--- config.mk ---
export PLATFORM = sky130hd
export DESIGN_NAME = phy_mmd_regs
export DESIGN_NICKNAME = d
export VERILOG_FILES = /design/src/shared/phy_mmd_regs_pkg.sv /design/src/rtl/phy_mmd_regs.sv
export SDC_FILE = /design/constraint.sdc
export NUM_CORES = 1
export LEC_CHECK = 0
export BUFFER_PORTS_ARGS = -buffer_cell sky130_fd_sc_hd__buf_2
export CAP_MARGIN = 20
export CORE_MARGIN = 5
export CORE_UTILIZATION = 55
export CTS_CLUSTER_DIAMETER = 100
export CTS_CLUSTER_SIZE = 20
export DETAILED_ROUTE_END_ITERATION = 7
export HOLD_SLACK_MARGIN = 0.15
export PLACE_DENSITY = 0.89
export SETUP_SLACK_MARGIN = 0.02
export SLEW_MARGIN = 20
export SYNTH_ARGS = -nofsm -noshare
export SYNTH_HDL_FRONTEND = slang
export SYNTH_SLANG_ARGS = --single-unit
--- constraint.sdc ---
create_clock -name i_core_clk -period 4.9 [get_ports i_core_clk]
set_clock_uncertainty 0.05 [all_clocks]
set_input_delay 1.47 -clock i_core_clk [delete_from_list [all_inputs] [get_ports i_core_clk]]
set_output_delay 1.47 -clock i_core_clk [all_outputs]
set_load 0.05 [all_outputs]
--- src/shared/phy_mmd_regs_pkg.sv ---
/*
 * Constants for the per-port PHY management register bank: register
 * offsets, field positions, reset values and MMD operation modes.
 * Assumes a 16-bit register space reached through a plain strobe port.
 */
package phy_mmd_regs_pkg;
	localparam int unsigned ADDR_W = 8;
	localparam int unsigned DATA_W = 16;

	// Offsets follow the PHY register numbers; bank-local ones sit above them.
	localparam logic [7:0] OFF_PARTNER_NP = 8'h08;
	localparam logic [7:0] OFF_MMD_SETUP = 8'h0D;
	localparam logic [7:0] OFF_MMD_DATA = 8'h0E;
	localparam logic [7:0] OFF_LOOPBACK = 8'h11;
	localparam logic [7:0] OFF_PMA_STATUS = 8'h13;
	localparam logic [7:0] OFF_SYMERR_CNT = 8'h15;
	localparam logic [7:0] OFF_IRQ_STATUS = 8'h20;
	localparam logic [7:0] OFF_IRQ_MASK = 8'h21;
	localparam logic [7:0] OFF_MMD_REGADDR = 8'h22;

	localparam int unsigned NP_NEXT_BIT = 15;
	localparam int unsigned NP_ACK_BIT = 14;
	localparam int unsigned NP_MSG_BIT = 13;
	localparam int unsigned NP_ACK2_BIT = 12;
	localparam int unsigned NP_TOGGLE_BIT = 11;
	localparam int unsigned NP_FIELD_W = 11;

	localparam int unsigned MODE_HI = 15;
	localparam int unsigned MODE_LO = 14;
	localparam int unsigned DEVAD_HI = 4;
	localparam int unsigned DEVAD_LO = 0;
	localparam int unsigned LOOP_BIT = 8;

	localparam logic [15:0] MMD_SETUP_RST = 16'h0000;
	localparam logic [15:0] MMD_DATA_RST = 16'h0000;
	localparam logic [15:0] LOOPBACK_RST = 16'h00F4;
	localparam logic [15:0] SYMERR_RST = 16'h0000;
	localparam logic [15:0] SYMERR_MAX = 16'hFFFF;

	localparam int unsigned IRQ_W = 3;
	localparam int unsigned IRQ_PAGE = 0;
	localparam int unsigned IRQ_SYMERR = 1;
	localparam int unsigned IRQ_SATURATE = 2;

	typedef enum logic [1:0] {
		MODE_REGISTER = 2'b00,
		MODE_DATA_NOINC = 2'b01,
		MODE_DATA_INC_RW = 2'b10,
		MODE_DATA_INC_WR = 2'b11
	} mmd_mode_e;
endpackage

--- src/rtl/phy_mmd_regs.sv ---
/*
 * Per-port PHY management register bank: partner next-page word, indirect
 * MMD access pair, remote loopback control, link status and a receive
 * symbol-error frame counter, plus a small sticky interrupt block.
 * Assumes PHY-side inputs are asynchronous to i_core_clk, the MMD target
 * answers reads combinationally, and a plain one-cycle strobe master.
 */
// Summary of operation
// - Bit 15 of the partner next-page word shows the partner's next-page flag, read-only.
// - Bit 14 shows whether the partner's link word was received.
// - Bit 12 shows the partner's second acknowledge.
// - Bit 11 shows the partner's toggle bit as received.
// - Bits 15:14 of the MMD setup register select how the MMD data register is used.
// - Mode 01 makes data accesses without advancing the register address.
// - Mode 10 advances the register address after every data read and write.
// - Mode 11 advances the register address after data writes only.
// - Bits 4:0 of the MMD setup register name the target MMD device and reset to zero.
// - Mode 00 makes the data register carry the register address inside the MMD.
// - Any other mode makes the data register carry the data at the selected address.
// - Loopback bit 8 returns received data out of the same port's transmit pair.
// - A 16-bit counter counts frames with symbol errors and clears when read.
`timescale 1ns/100ps
`default_nettype none
module phy_mmd_regs
	import phy_mmd_regs_pkg::*;
(
	// Clock and reset.
	input wire logic i_core_clk,
	input wire logic i_resetn,
	// Register port.
	input wire logic [phy_mmd_regs_pkg::ADDR_W-1:0] i_addr,
	input wire logic [phy_mmd_regs_pkg::DATA_W-1:0] i_wdata,
	input wire logic i_wr,
	input wire logic i_rd,
	output logic [phy_mmd_regs_pkg::DATA_W-1:0] o_rdata,
	// PHY side, asynchronous to the core clock.
	input wire logic [15:0] i_partner_np_word,
	input wire logic i_partner_np_valid,
	input wire logic i_link_up,
	input wire logic i_rx_symerr_frame,
	// MMD target port.
	output logic [4:0] o_mmd_devad,
	output logic [15:0] o_mmd_regaddr,
	output logic [15:0] o_mmd_wdata,
	output logic o_mmd_wr,
	output logic o_mmd_rd,
	input wire logic [15:0] i_mmd_rdata,
	// Loopback control and interrupt.
	output logic o_remote_loopback,
	output logic o_irq
);
	import phy_mmd_regs_pkg::*;

	logic rst_sync1_q;
	logic rst_n;
	logic [15:0] np_s1_q, np_s2_q, np_word_q;
	logic [1:0] npv_s_q;
	logic npv_d1_q;
	logic [1:0] link_s_q;
	logic [1:0] err_s_q;
	logic err_d1_q;
	logic [15:0] setup_q;
	logic [15:0] regaddr_q;
	logic [15:0] loop_q;
	logic [15:0] symerr_q;
	logic [IRQ_W-1:0] irq_stat_q, irq_mask_q, irq_set;
	logic [15:0] rdata_q;
	logic page_evt, err_evt, sat_evt;
	logic data_wr, data_rd, mmd_data_mode, adv;
	mmd_mode_e mode;

	// Reset release through two flops; assert is asynchronous.
	always_ff @(posedge i_core_clk or negedge i_resetn) begin
		if (!i_resetn) begin
			rst_sync1_q <= 1'b0;
			rst_n <= 1'b0;
		end else begin
			rst_sync1_q <= 1'b1;
			rst_n <= rst_sync1_q;
		end
	end

	// Two-flop synchronisers. The page word is only captured on the rising
	// edge of its valid flag, so by then the word bus has settled.
	always_ff @(posedge i_core_clk or negedge rst_n) begin
		if (!rst_n) begin
			np_s1_q <= 16'h0000;
			np_s2_q <= 16'h0000;
			npv_s_q <= 2'b00;
			npv_d1_q <= 1'b0;
			link_s_q <= 2'b00;
			err_s_q <= 2'b00;
			err_d1_q <= 1'b0;
		end else begin
			np_s1_q <= i_partner_np_word;
			np_s2_q <= np_s1_q;
			npv_s_q <= {npv_s_q[0], i_partner_np_valid};
			npv_d1_q <= npv_s_q[1];
			link_s_q <= {link_s_q[0], i_link_up};
			err_s_q <= {err_s_q[0], i_rx_symerr_frame};
			err_d1_q <= err_s_q[1];
		end
	end

	assign page_evt = npv_s_q[1] & ~npv_d1_q;
	assign err_evt = err_s_q[1] & ~err_d1_q;

	// Partner page word held as received; all fields read-only.
	always_ff @(posedge i_core_clk or negedge rst_n) begin
		if (!rst_n) begin
			np_word_q <= 16'h0000;
		end else if (page_evt) begin
			np_word_q <= np_s2_q;
		end
	end

	// MMD access decode.
	assign mode = mmd_mode_e'(setup_q[MODE_HI:MODE_LO]);
	assign mmd_data_mode = (mode != MODE_REGISTER);
	assign data_wr = i_wr && (i_addr == OFF_MMD_DATA);
	assign data_rd = i_rd && (i_addr == OFF_MMD_DATA);

	always_comb begin
		unique case (mode)
			MODE_REGISTER: adv = 1'b0;
			MODE_DATA_NOINC: adv = 1'b0;
			MODE_DATA_INC_RW: adv = data_wr | data_rd;
			MODE_DATA_INC_WR: adv = data_wr;
		endcase
	end

	always_ff @(posedge i_core_clk or negedge rst_n) begin
		if (!rst_n) begin
			setup_q <= MMD_SETUP_RST;
		end else if (i_wr && i_addr == OFF_MMD_SETUP) begin
			setup_q <= i_wdata;
		end
	end

	always_ff @(posedge i_core_clk or negedge rst_n) begin
		if (!rst_n) begin
			regaddr_q <= MMD_DATA_RST;
		end else if (data_wr && !mmd_data_mode) begin
			regaddr_q <= i_wdata;
		end else if (adv) begin
			regaddr_q <= regaddr_q + 16'h0001;
		end
	end

	assign o_mmd_devad = setup_q[DEVAD_HI:DEVAD_LO];
	assign o_mmd_regaddr = regaddr_q;
	assign o_mmd_wdata = i_wdata;
	assign o_mmd_wr = data_wr && mmd_data_mode;
	assign o_mmd_rd = data_rd && mmd_data_mode;

	// Remote loopback control.
	always_ff @(posedge i_core_clk or negedge rst_n) begin
		if (!rst_n) begin
			loop_q <= LOOPBACK_RST;
		end else if (i_wr && i_addr == OFF_LOOPBACK) begin
			loop_q <= {i_wdata[15:1], 1'b0};
		end
	end

	assign o_remote_loopback = loop_q[LOOP_BIT];

	// Symbol-error frame counter. A new error in the read cycle counts as
	// one so that no frame is lost across the clear.
	assign sat_evt = err_evt && (symerr_q == SYMERR_MAX);

	always_ff @(posedge i_core_clk or negedge rst_n) begin
		if (!rst_n) begin
			symerr_q <= SYMERR_RST;
		end else if (i_rd && i_addr == OFF_SYMERR_CNT) begin
			symerr_q <= err_evt ? 16'h0001 : 16'h0000;
		end else if (err_evt && symerr_q != SYMERR_MAX) begin
			symerr_q <= symerr_q + 16'h0001;
		end
	end

	// Sticky status, cleared by a read; a set in the same cycle wins.
	always_comb begin
		irq_set = '0;
		irq_set[IRQ_PAGE] = page_evt;
		irq_set[IRQ_SYMERR] = err_evt;
		irq_set[IRQ_SATURATE] = sat_evt;
	end

	always_ff @(posedge i_core_clk or negedge rst_n) begin
		if (!rst_n) begin
			irq_stat_q <= '0;
		end else if (i_rd && i_addr == OFF_IRQ_STATUS) begin
			irq_stat_q <= irq_set;
		end else begin
			irq_stat_q <= irq_stat_q | irq_set;
		end
	end

	always_ff @(posedge i_core_clk or negedge rst_n) begin
		if (!rst_n) begin
			irq_mask_q <= '0;
		end else if (i_wr && i_addr == OFF_IRQ_MASK) begin
			irq_mask_q <= i_wdata[IRQ_W-1:0];
		end
	end

	assign o_irq = |(irq_stat_q & irq_mask_q);

	// Read data valid in the cycle after the strobe only; unmapped reads zero.
	always_ff @(posedge i_core_clk or negedge rst_n) begin
		if (!rst_n) begin
			rdata_q <= 16'h0000;
		end else if (i_rd) begin
			unique case (i_addr)
				OFF_PARTNER_NP: rdata_q <= np_word_q;
				OFF_MMD_SETUP: rdata_q <= setup_q;
				OFF_MMD_DATA: rdata_q <= mmd_data_mode ? i_mmd_rdata : regaddr_q;
				OFF_LOOPBACK: rdata_q <= loop_q;
				OFF_PMA_STATUS: rdata_q <= {15'h0000, link_s_q[1]};
				OFF_SYMERR_CNT: rdata_q <= symerr_q;
				OFF_IRQ_STATUS: rdata_q <= {{(16-IRQ_W){1'b0}}, irq_stat_q};
				OFF_IRQ_MASK: rdata_q <= {{(16-IRQ_W){1'b0}}, irq_mask_q};
				OFF_MMD_REGADDR: rdata_q <= regaddr_q;
				default: rdata_q <= 16'h0000;
			endcase
		end else begin
			rdata_q <= 16'h0000;
		end
	end

	assign o_rdata = rdata_q;
endmodule
`default_nettype wire

# [Word level (Yosys, flattened, before mapping)]
# Index checks and enable logic that the tools add are counted.
[totals] register_bits=143 word_cells=69 input_bits=63
[op_classes] addsub=2 bitwise=7 muxes=10 n_eq_ne=14 reduce_logical=19
[op_table] cell="one-hot mux 16 bit (9 select lines)" n=1
[op_table] cell="2-to-1 mux 16 bit" n=6
[op_table] cell="adder 16 x 1 -> 16 bit, second input constant" n=2
[op_table] cell="equality test 8 x 4 -> 1 bit, second input constant" n=3
[op_table] cell="equality test 8 x 5 -> 1 bit, second input constant" n=3
[op_table] cell="equality test 8 x 6 -> 1 bit, second input constant" n=3
[op_table] cell="equality test 16 bit, second input constant" n=1
[op_table] cell="inequality test 16 bit, second input constant" n=1
[op_table] cell="logical AND 1 bit" n=12
[op_table] cell="nonzero test 2 bit" n=3
[op_table] cell="equality test 2 bit, second input constant" n=2
[op_table] cell="bitwise AND 3 bit" n=1
[op_table] cell="2-to-1 mux 3 bit" n=1
[op_table] cell="OR 3 bit" n=1
[op_table] cell="one-hot mux 1 bit (3 select lines)" n=1
[op_table] cell="OR reduction 3 bit" n=1
[op_table] cell="bitwise AND 1 bit" n=2
[op_table] cell="equality test 2 x 1 -> 1 bit, second input constant" n=1
[op_table] cell="logical NOT 2 bit" n=1
[op_table] cell="NOT 1 bit" n=2
[op_table] cell="OR reduction 2 bit" n=1
[op_table] cell="logical NOT 1 bit" n=1
[op_table] cell="2-to-1 mux 1 bit" n=1
[op_table] cell="OR 1 bit" n=1

# [Logic depth before layout (Yosys ltp)]
[depth] depth_word=6 ltp_mapped=8 depth_no_buf=6

# [Worst setup path after synthesis]
# No wires, ideal clock.
[synth_timing] path_type="input to output" startpoint="in i_addr[7] (netlist name)" endpoint="out o_mmd_rd" slack_ns=0.743 path_buffers=0 stages=3 arrival_time_ns=2.637 path_cell_list="or2_2 -> nor3_1 -> and3_1"
[synth_via] elab_chain_cells=3
[synth_rtl] item="start, declared" line_no="phy_mmd_regs.sv:31" rtl="input wire logic [phy_mmd_regs_pkg::ADDR_W-1:0] i_addr,"
[synth_rtl] item="equality test 8 x 4 -> 1 bit" line_no="phy_mmd_regs.sv:121" rtl="assign data_rd = i_rd && (i_addr == OFF_MMD_DATA);"
[synth_rtl] item="logical AND 1 bit" line_no="phy_mmd_regs.sv:121"
[synth_rtl] item="logical AND 1 bit" line_no="phy_mmd_regs.sv:154" rtl="assign o_mmd_rd = data_rd && mmd_data_mode;"
[synth_rtl] item="end, declared" line_no="phy_mmd_regs.sv:46" rtl="output logic o_mmd_rd,"
# No other way between the ends.

# [Worst setup path after layout]
[layout_timing] startpoint="in i_addr[5] (netlist name)" endpoint="out o_mmd_rd"
# The elaborated chain is that of the path after synthesis.

==> out/qor.yml <==
status: "finished clean"
worstHoldPathCells: 0
worstSetupEndpoint: "o_mmd_rd"
gp_congestion: 0.978
design_area_um2: 7830
worstMarginPinSlew_ps: 994
synth_edf_count: 0
hold_buffers: 0
yosys.area.top_type: "dfrtp_1"
r2r-start: "setup_q[15]$_DFFE_PN0P_"
slew_violations: 0
synth-async-reset-ratio: 1.00
maxCapViolations: 0
syn_area_um2: 6660
r2r_end: "o_mmd_regaddr[11]$_DFFE_PN0P_"
synth_commonest_cells: "dfrtp_1 (138), mux2_2 (71), a21oi_1 (46)"
cts_buffers: 17
rows: 40
peakVddDrop_v: 0.000228
cts_resized: 0
finish.utilization: 0.655
clock-sinks: 143
io_pins: 120
vias: 5376
start_util: 0.557
relSlewSlack: 0.337
setup_viol: 0
drtIter0Drc: 773
synth_top_area_frac: 0.519
wirelength_um: 18600
die-area_um2: 14400
seqCellArea_um2: 3590
synth_seq_area_share: 0.538
overflow: 0
critPathLaunch: "i_addr[5]"
placed_cell_area_um2: 7230
portBuffers: 119
final_cell_count_no_fill: 842
cts.clk_slew.worst_paths_ps: 60
grt_pass1_vias: 5484
synth_area_leaders: "dfrtp_1 (52%), mux2_2 (12%), a21oi_1 (3.5%)"
crit_type: "in2out"
hold_viol: 0
critical_path_arrival_ps: 2740
fmax_ghz: 0.235
critical_path_required_ps: 3380
place_inst: 810
p_leak_nw: 3.59
synth_most_common_cell: "dfrtp_1"
grt_max_degree: 83
nets: 747
end_kind: "output pin"
hpwlAfterDp_um: 12600
syn_nets: 649
clk_path_buf_depth: 2
design.core.area_um2: 12000
ant_nets: 0
cts_root_buffer: "clkbuf_16"
hold_path_class: "reg2reg"
syn_area_per_cell_um2: 11.4
netlist_instances: 584
multi_input_area_um2: 2760
routed_via_density: 6.38
ys.flop_type: "dfrtp_1"
synth.distinct_cells: 59
ys_ff_latch: 143
die-width_um: 120
layout_min_cycle_time_ps: 4260
hold_slack_ps: 292
period_share: 0.870
area_delta_synth_final_pct: 17.6
drive_gt1_frac: 0.362
post_drt_wl_per_cell_um: 22.0
grt_util_all_layers: 0.262
p_per_area_nw_per_um2: 405
drc_errors: 0
worstRegToRegCells: 5
antenna_found_initial: 1
critPathMaxFanout: 5
rsz0062_at_grt: "false"
dr.pass1.iters: 6
cp-start-kind: "primary input"
synthesis.yosys.warnings: 0
htreeDepth: 4
reg2reg_slack_ps: 2300
post_cts_buffers: 0
setup-tns-final_ps: 0
clkLatencyLatePin_ps: 420
tritoncts: "done"
fillers: 863
grt_pass1_wl_um: 29100
die_height_um: 120
==> critical path: stages <==
cell       delay [ps]
buf_2             120
nand4bb_1         310
nor3_1            370
and3_1            200
buf_2             260
==> state kept, by name (all words and copies together), names as in the netlist, 15 cells and up <==
signal         flops
np_s1_q           16
np_s2_q           16
np_word_q         16
o_mmd_regaddr     16
o_rdata           16
setup_q           16
symerr_q          16
loop_q            15
==> how the worst min path moves through the flow <==
stage,end,slack [ps],startpoint
final,np_s2_q[2]$_DFF_PN0_,290,np_s1_q[2]$_DFF_PN0_
after floorplan,err_s_q[1]$_DFF_PN0_,280,err_s_q[0]$_DFF_PN0_
after global placement,np_s2_q[3]$_DFF_PN0_,280,np_s1_q[3]$_DFF_PN0_
after detailed placement,np_s2_q[15]$_DFF_PN0_,280,np_s1_q[15]$_DFF_PN0_
after CTS,np_s2_q[2]$_DFF_PN0_,290,np_s1_q[2]$_DFF_PN0_
after global routing,np_s2_q[2]$_DFF_PN0_,300,np_s1_q[2]$_DFF_PN0_
==> power by group <==
group / switching, W / internal (W)
combinational: 0.000247 / 0.000175
sequential: 0.000149 / 0.00130
clock: 0.000480 / 0.000826
==> stage by stage <==
step / worst slack, ps / power, W
finish: 636 / 0.00317
global route: 565 / 0.00329
CTS: 652 / 0.00317
detailed placement: 655 / 0.00186
global placement: 722 / 0.00184
floorplan: 579 / 0.00172
==> kinds of logic after synthesis <==
logic type	after synthesis	synth area share
AO/OA/AOI/OAI	131	0.127
AND/OR/NAND/NOR	155	0.126
other	1	0.000563
XOR/XNOR	14	0.0184
adder cells (fa/ha/maj)	2	0.00376
flip-flops	143	0.538
buffers and inverters	56	0.0489
multiplexers	82	0.137
==> layout make-up <==
class / count / share of cell area
Tap cell: 147 / 0.0235
Clock buffer: 22 / 0.0593
Multi-Input combinational cell: 385 / 0.352
Clock inverter: 9 / 0.0171
Timing Repair Buffer: 131 / 0.0880
Inverter: 4 / 0.00192
Antenna cell: 1 / 0.000319
Sequential cell: 143 / 0.458
==> layer usage <==
layer | GRT usage | up-vias | part of all wire
li1 | - | 2326 | -
met2 | 0.414 | 311 | 0.49
met3 | 0.0697 | 55 | 0.088
met1 | 0.330 | 2684 | 0.39
met4 | 0.139 | 0 | 0.037
met5 | 0 | - | 0
==> cells in the final DEF, fill, tap and decap left out, types with 5 or more instances in the layout <==
| master | netlist | routed |
|---|---|---|
| buf_4 | 24 | 11 |
| dfstp_2 | 5 | 5 |
| a222oi_1 | 11 | 11 |
| and2_1 | 5 | 5 |
| buf_2 | 8 | 119 |
| nand4_1 | 9 | 9 |
| o21ai_0 | 23 | 23 |
| mux2i_1 | 9 | 9 |
| a21oi_1 | 46 | 46 |
| nor3_1 | 10 | 10 |
| o22ai_1 | 5 | 5 |
| and4_1 | 6 | 6 |
| nand2_1 | 35 | 35 |
| nand3_1 | 20 | 20 |
| nor2_1 | 26 | 26 |
| clkbuf_16 | 0 | 17 |
| mux2_2 | 71 | 71 |
| and3_1 | 8 | 8 |
| nor2b_1 | 5 | 5 |
| xor2_1 | 14 | 14 |
| dfrtp_1 | 138 | 137 |
| nand2b_1 | 8 | 8 |
| a22oi_1 | 12 | 12 |
No activity file was read; power rests on OpenSTA's default activity.
